<file path="src/logic/acpe_pkg.sv">
// Function
// [RULE1] Alarm group on lines only in patterns 0-3
// [RULE2] Host tells position from alarm by alarm line
// [RULE3] No alarm: alarm line ON, lines show position
// [RULE4] Alarms 092/093 give group 0010
// [RULE5] Alarm 0A7 gives group 0011
// [RULE6] Alarm 0F4 gives group 0100
// [RULE7] Alarms 0A1/0A2 give group 0110
// [RULE8] Alarms 0B8/0BA/0BE give group 0111
// [RULE9] Alarm 0C0 gives group 1000
// [RULE10] Supply and overheat alarms give group 1001
// [RULE11] Deviation, push, stroke alarms give group 1011
// [RULE12] Alarm 0C1 gives group 1100
// [RULE13] Encoder disconnection alarms give group 1101
// [RULE14] Alarm 0FA gives group 1110
// [RULE15] Nonvolatile memory alarms give group 1111
// [RULE16] Teach write while jogging raises 092
// [RULE17] Teach write before homing raises 093
// [RULE18] Host writes only when stopped and homed
// [RULE19] Inconsistent limit pair raises 0A1
// [RULE20] Bad move target raises 0A2
// [RULE21] Late move after speed change raises 0A7
// [RULE22] Alarm line active low, OFF on alarm
// [RULE23] Reset held 6 ms clears the alarm
// [RULE24] Newest alarm shown, position restored on clear
package acpe_pkg;

  // Register byte offsets
  localparam logic [7:0]  OFS_CTRL   = 8'h00;
  localparam logic [7:0]  OFS_LIM_LO = 8'h04;
  localparam logic [7:0]  OFS_LIM_HI = 8'h08;
  localparam logic [7:0]  OFS_STOP   = 8'h0C;
  localparam logic [7:0]  OFS_MOVE   = 8'h10;
  localparam logic [7:0]  OFS_RAISE  = 8'h14;
  localparam logic [7:0]  OFS_STATUS = 8'h18;

  // Field positions
  localparam int CTRL_PAT_LSB   = 0;
  localparam int CTRL_TEACH_BIT = 3;
  localparam int CTRL_3PT_BIT   = 4;
  localparam int MOVE_VLD_BIT   = 16;
  localparam int MOVE_INC_BIT   = 17;
  localparam int STAT_ACT_BIT   = 12;
  localparam int STAT_GRP_LSB   = 13;
  localparam int STAT_HOME_BIT  = 17;

  // Reset values and limits
  localparam logic [4:0]  CTRL_RST   = 5'h00;
  localparam logic [15:0] LIM_LO_RST = 16'h0000;
  localparam logic [15:0] LIM_HI_RST = 16'hFFFF;
  localparam logic [15:0] STOP_RST   = 16'h0000;
  localparam logic [2:0]  PAT_ALM_MAX = 3'h3;

  // Alarm codes
  localparam logic [11:0] C_NONE = 12'h000;
  localparam logic [11:0] C_092 = 12'h092;
  localparam logic [11:0] C_093 = 12'h093;
  localparam logic [11:0] C_0A1 = 12'h0A1;
  localparam logic [11:0] C_0A2 = 12'h0A2;
  localparam logic [11:0] C_0A7 = 12'h0A7;
  localparam logic [11:0] C_0B8 = 12'h0B8;
  localparam logic [11:0] C_0BA = 12'h0BA;
  localparam logic [11:0] C_0BE = 12'h0BE;
  localparam logic [11:0] C_0C0 = 12'h0C0;
  localparam logic [11:0] C_0C1 = 12'h0C1;
  localparam logic [11:0] C_0C9 = 12'h0C9;
  localparam logic [11:0] C_0CA = 12'h0CA;
  localparam logic [11:0] C_0CC = 12'h0CC;
  localparam logic [11:0] C_0CE = 12'h0CE;
  localparam logic [11:0] C_0D8 = 12'h0D8;
  localparam logic [11:0] C_0D9 = 12'h0D9;
  localparam logic [11:0] C_0DC = 12'h0DC;
  localparam logic [11:0] C_0E8 = 12'h0E8;
  localparam logic [11:0] C_0E9 = 12'h0E9;
  localparam logic [11:0] C_0EA = 12'h0EA;
  localparam logic [11:0] C_0F4 = 12'h0F4;
  localparam logic [11:0] C_0F5 = 12'h0F5;
  localparam logic [11:0] C_0F6 = 12'h0F6;
  localparam logic [11:0] C_0F8 = 12'h0F8;
  localparam logic [11:0] C_0FA = 12'h0FA;

  // Group codes on lines, weights 8,4,2,1
  localparam logic [3:0] G_NONE  = 4'h0;
  localparam logic [3:0] G_TEACH = 4'h2;
  localparam logic [3:0] G_DECEL = 4'h3;
  localparam logic [3:0] G_BOARD = 4'h4;
  localparam logic [3:0] G_DATA  = 4'h6;
  localparam logic [3:0] G_HOME  = 4'h7;
  localparam logic [3:0] G_SPEED = 4'h8;
  localparam logic [3:0] G_SUPPLY = 4'h9;
  localparam logic [3:0] G_DEV   = 4'hB;
  localparam logic [3:0] G_SERVO = 4'hC;
  localparam logic [3:0] G_ENC   = 4'hD;
  localparam logic [3:0] G_CPU   = 4'hE;
  localparam logic [3:0] G_NVM   = 4'hF;

  // Alarm reset hold time
  localparam int CLK_NS       = 8;
  localparam int RES_HOLD_MS  = 6;
  localparam int RES_HOLD_CYC = (RES_HOLD_MS * 1000000 + CLK_NS - 1) / CLK_NS;

  // Parallel output lines
  typedef struct packed {
    logic       alarm_n;
    logic [3:0] pos;
  } acpe_pio_t;

endpackage : acpe_pkg

</file>
<file path="src/logic/acpe_alarm_pio.sv">
// Chosen here: the APB interface to the registers and the address map.
`timescale 1ns/1ps
module acpe_alarm_pio #(
  parameter int RES_HOLD_CYC = acpe_pkg::RES_HOLD_CYC
) (
  // APB slave
  input  wire logic        pclk,
  input  wire logic        presetn,
  input  wire logic        psel,
  input  wire logic        penable,
  input  wire logic        pwrite,
  input  wire logic [7:0]  paddr,
  input  wire logic [31:0] pwdata,
  output logic      [31:0] prdata,
  output logic             pready,
  output logic             pslverr,
  // Controller pins
  input  wire logic        cur_pos_write_in,
  input  wire logic        alarm_reset_in,
  output logic             alarm_n_out,
  output logic             pos_done_bit0,
  output logic             pos_done_bit1,
  output logic             pos_done_bit2,
  output logic             pos_done_bit3,
  output logic             home_done_out,
  // Motion core status, same clock
  input  wire logic [3:0]  pos_num_in,
  input  wire logic        jog_active_in,
  input  wire logic        moving_in,
  input  wire logic        home_done_in,
  input  wire logic        speed_change_in,
  input  wire logic [15:0] cur_pos_in
);

  localparam int CW = $clog2(RES_HOLD_CYC + 1);

  logic [4:0]        ctrl_ff,   nxt_ctrl;
  logic [15:0]       lim_lo_ff, nxt_lim_lo;
  logic [15:0]       lim_hi_ff, nxt_lim_hi;
  logic [15:0]       stop_ff,   nxt_stop;
  logic [17:0]       move_ff,   nxt_move;
  logic              spd_ff,    nxt_spd;
  logic              bad_ff,    nxt_bad;
  logic              act_ff,    nxt_act;
  logic [11:0]       code_ff,   nxt_code;
  logic [CW-1:0]     cnt_ff,    nxt_cnt;
  logic [31:0]       prdata_ff, nxt_prdata;
  logic              pready_ff, nxt_pready;
  logic              perr_ff,   nxt_perr;
  logic              home_ff;
  acpe_pkg::acpe_pio_t pio_ff,  nxt_pio;
  logic [2:0]        cur_pos_write_in_sy_ff;
  logic [1:0]        res_sy_ff;
  logic [3:0]        grp;
  logic [3:0]        grp_cur;
  logic [31:0]       rdat;
  logic              rbad;
  logic              acc, wr, mv_wr, cur_pos_write_in_rise, teach, pat_ok, prm_bad;
  logic              ev_092, ev_093, ev_0a1, ev_0a2, ev_0a7, ev_raise, hit, clr;
  logic [11:0]       ev_code;
  logic [16:0]       room;
  logic              tgt_out;

  // Pin inputs cross two flops; edge detect looks only at the second onward
  always_ff @(posedge pclk or negedge presetn) begin
    if (!presetn) begin
      cur_pos_write_in_sy_ff <= 3'h0;
      res_sy_ff  <= 2'h0;
    end else begin
      cur_pos_write_in_sy_ff <= {cur_pos_write_in_sy_ff[1:0], cur_pos_write_in};
      res_sy_ff  <= {res_sy_ff[0], alarm_reset_in};
    end
  end

  // Access phase completes on the second access cycle
  assign acc   = psel & penable & pready_ff;
  assign wr    = acc & pwrite;
  assign mv_wr = wr & (paddr == acpe_pkg::OFS_MOVE);
  assign teach = ctrl_ff[acpe_pkg::CTRL_TEACH_BIT];
  assign pat_ok = ctrl_ff[acpe_pkg::CTRL_PAT_LSB +: 3] <= acpe_pkg::PAT_ALM_MAX;
  assign cur_pos_write_in_rise = cur_pos_write_in_sy_ff[1] & ~cur_pos_write_in_sy_ff[2];

  // Teach-mode write misuse; jogging takes precedence over homing
  assign ev_092 = teach & cur_pos_write_in_rise & jog_active_in;                    // RULE16
  assign ev_093 = teach & cur_pos_write_in_rise & ~jog_active_in & ~home_done_in;   // RULE17

  // Limit pair checked on its rising inconsistency only
  assign prm_bad = lim_lo_ff > lim_hi_ff;
  assign ev_0a1  = prm_bad & ~bad_ff;                                   // RULE19

  // Move target checks; incremental targets skip the limit test
  assign tgt_out = ~pwdata[acpe_pkg::MOVE_INC_BIT]
                 & ((pwdata[15:0] > lim_hi_ff) | (pwdata[15:0] < lim_lo_ff));
  assign ev_0a2 = mv_wr & (~pwdata[acpe_pkg::MOVE_VLD_BIT] | tgt_out     // RULE20
                 | (pwdata[acpe_pkg::MOVE_INC_BIT] & ctrl_ff[acpe_pkg::CTRL_3PT_BIT]));

  // Room to the upper limit; negative room also trips
  assign room   = {1'b0, lim_hi_ff} - {1'b0, cur_pos_in};
  assign ev_0a7 = mv_wr & moving_in & spd_ff                             // RULE21
                & (room[16] | (room[15:0] < stop_ff));

  // Alarms raised by other controller sections
  assign ev_raise = wr & (paddr == acpe_pkg::OFS_RAISE)
                  & (pwdata[11:0] != acpe_pkg::C_NONE);

  // One winner per cycle; across cycles the newest one wins
  always_comb begin
    if (ev_092) begin
      ev_code = acpe_pkg::C_092;
    end else if (ev_093) begin
      ev_code = acpe_pkg::C_093;
    end else if (ev_0a7) begin
      ev_code = acpe_pkg::C_0A7;
    end else if (ev_0a2) begin
      ev_code = acpe_pkg::C_0A2;
    end else if (ev_0a1) begin
      ev_code = acpe_pkg::C_0A1;
    end else begin
      ev_code = pwdata[11:0];
    end
  end
  assign hit = ev_092 | ev_093 | ev_0a7 | ev_0a2 | ev_0a1 | ev_raise;
  assign clr = res_sy_ff[1] & (cnt_ff == CW'(RES_HOLD_CYC - 1));          // RULE23

  acpe_grp_enc u_enc (
    .code (nxt_code),
    .grp  (grp)
  );

  acpe_grp_enc u_enc_cur (
    .code (code_ff),
    .grp  (grp_cur)
  );

  // Read mux and unmapped address decode
  always_comb begin
    rdat = 32'h0000_0000;
    rbad = 1'b0;
    if (paddr == acpe_pkg::OFS_CTRL) begin
      rdat[4:0] = ctrl_ff;
    end else if (paddr == acpe_pkg::OFS_LIM_LO) begin
      rdat[15:0] = lim_lo_ff;
    end else if (paddr == acpe_pkg::OFS_LIM_HI) begin
      rdat[15:0] = lim_hi_ff;
    end else if (paddr == acpe_pkg::OFS_STOP) begin
      rdat[15:0] = stop_ff;
    end else if (paddr == acpe_pkg::OFS_MOVE) begin
      rdat[17:0] = move_ff;
    end else if (paddr == acpe_pkg::OFS_RAISE) begin
      rdat = 32'h0000_0000;
    end else if (paddr == acpe_pkg::OFS_STATUS) begin
      rdat[11:0] = code_ff;
      rdat[acpe_pkg::STAT_ACT_BIT] = act_ff;
      rdat[acpe_pkg::STAT_GRP_LSB +: 4] = grp_cur;
      rdat[acpe_pkg::STAT_HOME_BIT] = home_ff;
    end else begin
      rbad = 1'b1;
    end
  end

  // Next state of bus, registers, alarm latch and lines
  always_comb begin
    nxt_ctrl   = ctrl_ff;
    nxt_lim_lo = lim_lo_ff;
    nxt_lim_hi = lim_hi_ff;
    nxt_stop   = stop_ff;
    nxt_move   = move_ff;
    nxt_pready = psel & penable & ~pready_ff;
    nxt_prdata = nxt_pready ? rdat : 32'h0000_0000;
    nxt_perr   = nxt_pready & rbad;
    if (wr && !rbad) begin
      if (paddr == acpe_pkg::OFS_CTRL) begin
        nxt_ctrl = pwdata[4:0];
      end else if (paddr == acpe_pkg::OFS_LIM_LO) begin
        nxt_lim_lo = pwdata[15:0];
      end else if (paddr == acpe_pkg::OFS_LIM_HI) begin
        nxt_lim_hi = pwdata[15:0];
      end else if (paddr == acpe_pkg::OFS_STOP) begin
        nxt_stop = pwdata[15:0];
      end else if (paddr == acpe_pkg::OFS_MOVE) begin
        nxt_move = pwdata[17:0];
      end
    end
    // Speed change flag: new change wins over the consuming move
    nxt_spd = speed_change_in | (spd_ff & ~mv_wr);
    nxt_bad = prm_bad;
    // Reset hold counter saturates so one hold clears once
    if (!res_sy_ff[1]) begin
      nxt_cnt = '0;
    end else if (cnt_ff != CW'(RES_HOLD_CYC)) begin
      nxt_cnt = cnt_ff + 1'b1;
    end else begin
      nxt_cnt = cnt_ff;
    end
    // A new alarm beats a clear in the same cycle
    nxt_act  = hit | (act_ff & ~clr);                                    // RULE22
    nxt_code = hit ? ev_code : (clr ? acpe_pkg::C_NONE : code_ff);       // RULE24
    nxt_pio.alarm_n = ~nxt_act;                                          // RULE3
    nxt_pio.pos = (nxt_act && pat_ok) ? grp : pos_num_in;                // RULE1
  end

  // State registers
  always_ff @(posedge pclk or negedge presetn) begin
    if (!presetn) begin
      ctrl_ff   <= acpe_pkg::CTRL_RST;
      lim_lo_ff <= acpe_pkg::LIM_LO_RST;
      lim_hi_ff <= acpe_pkg::LIM_HI_RST;
      stop_ff   <= acpe_pkg::STOP_RST;
      move_ff   <= 18'h0_0000;
      spd_ff    <= 1'b0;
      bad_ff    <= 1'b0;
      act_ff    <= 1'b0;
      code_ff   <= acpe_pkg::C_NONE;
      cnt_ff    <= '0;
      prdata_ff <= 32'h0000_0000;
      pready_ff <= 1'b0;
      perr_ff   <= 1'b0;
      home_ff   <= 1'b0;
      pio_ff    <= '{alarm_n: 1'b1, pos: 4'h0};
    end else begin
      ctrl_ff   <= nxt_ctrl;
      lim_lo_ff <= nxt_lim_lo;
      lim_hi_ff <= nxt_lim_hi;
      stop_ff   <= nxt_stop;
      move_ff   <= nxt_move;
      spd_ff    <= nxt_spd;
      bad_ff    <= nxt_bad;
      act_ff    <= nxt_act;
      code_ff   <= nxt_code;
      cnt_ff    <= nxt_cnt;
      prdata_ff <= nxt_prdata;
      pready_ff <= nxt_pready;
      perr_ff   <= nxt_perr;
      home_ff   <= home_done_in;
      pio_ff    <= nxt_pio;
    end
  end

  // Outputs, all from flops
  assign prdata        = prdata_ff;
  assign pready        = pready_ff;
  assign pslverr       = perr_ff;
  assign alarm_n_out   = pio_ff.alarm_n;
  assign pos_done_bit0 = pio_ff.pos[0];
  assign pos_done_bit1 = pio_ff.pos[1];
  assign pos_done_bit2 = pio_ff.pos[2];
  assign pos_done_bit3 = pio_ff.pos[3];
  assign home_done_out = home_ff;
endmodule : acpe_alarm_pio

</file>
<file path="src/logic/acpe_grp_enc.sv">
`timescale 1ns/1ps
module acpe_grp_enc (
  // Alarm code in, group out
  input  wire logic [11:0] code,
  output logic      [3:0]  grp
);

  // Unknown codes map to zero; no such code is raised internally
  always_comb begin
    case (code)
      acpe_pkg::C_092, acpe_pkg::C_093: grp = acpe_pkg::G_TEACH;       // RULE4
      acpe_pkg::C_0A7: grp = acpe_pkg::G_DECEL;                        // RULE5
      acpe_pkg::C_0F4: grp = acpe_pkg::G_BOARD;                        // RULE6
      acpe_pkg::C_0A1, acpe_pkg::C_0A2: grp = acpe_pkg::G_DATA;        // RULE7
      acpe_pkg::C_0B8, acpe_pkg::C_0BA, acpe_pkg::C_0BE: grp = acpe_pkg::G_HOME; // RULE8
      acpe_pkg::C_0C0: grp = acpe_pkg::G_SPEED;                        // RULE9
      acpe_pkg::C_0C9, acpe_pkg::C_0CA, acpe_pkg::C_0CC,
      acpe_pkg::C_0CE: grp = acpe_pkg::G_SUPPLY;                       // RULE10
      acpe_pkg::C_0D8, acpe_pkg::C_0DC, acpe_pkg::C_0D9: grp = acpe_pkg::G_DEV; // RULE11
      acpe_pkg::C_0C1: grp = acpe_pkg::G_SERVO;                        // RULE12
      acpe_pkg::C_0E8, acpe_pkg::C_0E9, acpe_pkg::C_0EA: grp = acpe_pkg::G_ENC; // RULE13
      acpe_pkg::C_0FA: grp = acpe_pkg::G_CPU;                          // RULE14
      acpe_pkg::C_0F5, acpe_pkg::C_0F6, acpe_pkg::C_0F8: grp = acpe_pkg::G_NVM; // RULE15
      default: grp = acpe_pkg::G_NONE;
    endcase
  end

endmodule : acpe_grp_enc

</file>
<file path="config.mk">
export PLATFORM = sky130hd
export DESIGN_NAME = acpe_alarm_pio
export DESIGN_NICKNAME = d
export VERILOG_FILES = /design/src/logic/acpe_pkg.sv /design/src/logic/acpe_alarm_pio.sv /design/src/logic/acpe_grp_enc.sv
export SDC_FILE = /design/constraint.sdc
export NUM_CORES = 1
export LEC_CHECK = 0
export BUFFER_PORTS_ARGS = -buffer_cell sky130_fd_sc_hd__buf_2
export CORE_ASPECT_RATIO = 1.4
export CORE_MARGIN = 1
export CORE_UTILIZATION = 61
export CTS_CLUSTER_SIZE = 40
export DETAILED_ROUTE_END_ITERATION = 12
export PLACE_DENSITY = 0.91
export SYNTH_ARGS = -nofsm -noshare
export SYNTH_HDL_FRONTEND = slang
export SYNTH_SLANG_ARGS = --single-unit
</file>
<file path="constraint.sdc">
create_clock -name pclk -period 8.6 [get_ports pclk]
set_clock_uncertainty 0.05 [all_clocks]
set_input_delay 0.86 -clock pclk [delete_from_list [all_inputs] [get_ports pclk]]
set_output_delay 0.86 -clock pclk [all_outputs]
set_load 0.1 [all_outputs]
</file>
==> run metrics <==
outcome completed; CTS tree built; ratio of cells with drive above 1 in the final layout 16.1%; WL final 24600 µm; LEAKAGE 4.86 nW; post_cts resized 0; die width 105 µm; TritonCTS Sinks 137; # setup viols final 0; slew margin rel. 29.5%; CTS root buf clkbuf_16; main area contributors after synthesis dfrtp_1 (33%), ha_1 (11%), nand2_1 (5.0%), dfstp_2 (5.0%), o21ai_0 (4.4%); Post-synth EDFFs 0; combinational power share 11.7%; pwr/cell area 159 mW/mm²; clock share of power 46.7%; post-synth top area share 33.4%; worst r2r src lim_hi_ff[1]$_DFFE_PN1P_; grt ovf 0; synthesized area 0.00898 mm²; Port Buffers 82; synth-to-layout area growth 12.3%; dominant synthesized flop cell dfrtp_1; Sw Share 27.0%; Least-Margin Pin Slew 1.05 ns; first-pass GRT wire length 39900 µm; RSZ-0062 raised after global routing false; Pint 1.17 mW; Worst setup EP type register; Hold Crit Start cur_pos_write_in_sy_ff[0]$_DFF_PN0_; Post-CTS Setup Bufs 0; leading cell types by count after synthesis dfrtp_1 (120), nand2_1 (120), inv_1 (85); initial antenna violation count 0; hold endpoint cur_pos_write_in_sy_ff[1]$_DFF_PN0_; max-cap viol count 0; clk buf depth 2; area leader, netlist dfrtp_1; largest net degree at the start of global routing 92; number of global-route vias before repair 8162; Net Switching 433 µW; via count 8163; worst skew pair latency 0.42 ns; Data required, critical path 8.88 ns; Avg Inst Size Synth 8.88 µm²; post-DP HPWL 17900 µm; RD Place Congestion 0.964; max frequency 148 MHz; synth warn 0; chip height 146 µm; CP Class input pin to register; CTS Buf Count 17; worst vdd ir 0.000149 V; Tmin final 6.78 ns; Reg2Reg Setup Slack 1.90 ns; Hold Path Stages 0; min-delay worst type register to register; DRC viols 0; IO Pins 111; Final Cycle Share 78.8%; diodes inserted 0; GRT Total Usage 33.4%; Seq/Total Area, Yosys 38.4%; Antenna Nets Post-Route 0; sequential power share 41.6%; WP data arrival 7.06 ns; r2r worst-path depth 24; Vias per Instance 6.37; Yosys reg bits 137; Max H-tree Level 4; RR Endpoint pos_done_bit1$_DFF_PN0_; Slew Viols, Final 0; core area 0.0144 mm²; first drt pass iteration count 9; post-synth cell types 75; Die ar. 0.0152 mm²; Clock transition at path regs 0.06 ns; initial DRC count 713; CP Max Fanout 17; setup TNS 0 ns; fin nets 1233; crit start category input pin; Starting Density 62.2%; # hold bufs at CTS 0; per-cell routed wire length 19.2 µm; asr flop ratio synth 100%; final hold violations 0; Syn Inst Count 1012; row cnt 52; Final Power 1.61 mW
[cell families (layout without fill, tap and decap cells)]
logic type | count (synthesis) | after routing | synth area share, %
AO/OA/AOI/OAI | 265 | 265 | 19.5
XOR/XNOR | 27 | 27 | 2.63
adder cells (fa/ha/maj) | 81 | 81 | 11.4
buffers and inverters | 138 | 206 | 6.45
flip-flops | 137 | 137 | 38.4
multiplexers | 24 | 24 | 3.01
other | 1 | 14 | 0.0417
AND/OR/NAND/NOR | 339 | 339 | 18.6
[worst max-delay path, stage by stage]
cell and delay [ns]:
buf_2 0.11, inv_1 0.04, ha_1 0.27, nor2b_1 0.12, o21ai_0 0.19, a21boi_0 0.15
o21ai_0 0.23, a21boi_0 0.15, o21ai_0 0.24, a21oi_1 0.14, o41ai_1 0.53, o21bai_1 0.16
a21oi_1 0.20, xnor2_1 0.14, ha_1 0.26, a21oi_1 0.16, o21ai_0 0.16, or4_1 0.54
a31oi_1 0.57, or4_4 0.38, nor3_1 0.12, nor3b_4 0.32, inv_2 0.14, or4_1 0.49
o31a_1 0.14, a31oi_1 0.21
[per-layer routing]
metal / global-route usage [%] / vias to the layer above / wire, µm
met5: 0 / - / 0
met1: 39.6 / 3824 / 9120
met2: 55.2 / 463 / 11900
met4: 22.5 / 0 / 1530
li1: - / 3750 / -
met3: 6.14 / 126 / 2060
[per-stage QoR]
step	hold WS [ns]	worst slack, ns	std cells	instance area (µm²)	utilization, %
detailed placement	0.285	1.47	1251	9480	65.7
CTS	0.298	1.88	1282	10100	69.9
finish	0.296	1.82	1282	10100	69.9
floorplan	0.281	2.65	1025	9030	-
global placement	0.283	1.56	1251	9480	65.7
global route	0.316	1.32	1282	10100	69.9
[sequential cells by signal, indices dropped and copies added (netlist names), 2 cells and up]
signal and count:
cnt_ff 20, code_ff 12, ctrl_ff 5, cur_pos_write_in_sy_ff 3, lim_hi_ff 16, lim_lo_ff 16, move_ff 18, prdata 18
res_sy_ff 2, stop_ff 16
[cell type report]
cell class              instances  area, µm²
clock inverters                12        165
multi-input cells             750       5000
clock buffers                  19        443
flip-flops and latches        137       3450
well taps                     189        236
repair buffers                 89        469
fillers                      1063       4350
inverters                      86        323
[power by group through the flow]
| stage | registers, mW | logic, mW | clock network (mW) |
|---|---|---|---|
| 6_report | 0.667 | 0.188 | 0.750 |
| 3_5_place_dp | 0.677 | 0.185 | 0 |
| 2_1_floorplan | 0.688 | 0.116 | 0 |
| 3_3_place_gp | 0.677 | 0.180 | 0 |
| 4_1_cts | 0.667 | 0.187 | 0.752 |
| 5_1_grt | 0.668 | 0.204 | 0.782 |
[worst max-delay path by stage]
stage | end | slack [ns] | startpoint | cells after the start
CTS | pos_done_bit1$_DFF_PN0_ | 1.88 | cur_pos_in[1] | 26
global placement | pos_done_bit1$_DFF_PN0_ | 1.56 | cur_pos_in[1] | 26
finish | pos_done_bit1$_DFF_PN0_ | 1.82 | cur_pos_in[1] | 26
detailed placement | pos_done_bit1$_DFF_PN0_ | 1.47 | cur_pos_in[1] | 26
global route | pos_done_bit1$_DFF_PN0_ | 1.32 | cur_pos_in[1] | 26
floorplan | pos_done_bit1$_DFF_PN0_ | 2.65 | cur_pos_in[1] | 26
[placed cells by master (no fill, tap or decap), drive strengths merged, types with 19 or more instances in the layout]
| cell type | instances |
|---|---|
| a21oi | 51 |
| buf | 89 |
| clkbuf | 19 |
| dfrtp | 120 |
| ha | 80 |
| inv | 90 |
| mux2 | 24 |
| nand2 | 120 |
| nand3 | 22 |
| nor2 | 68 |
| o21ai | 82 |
| xnor2 | 25 |
(Power assumes the default switching activity.)
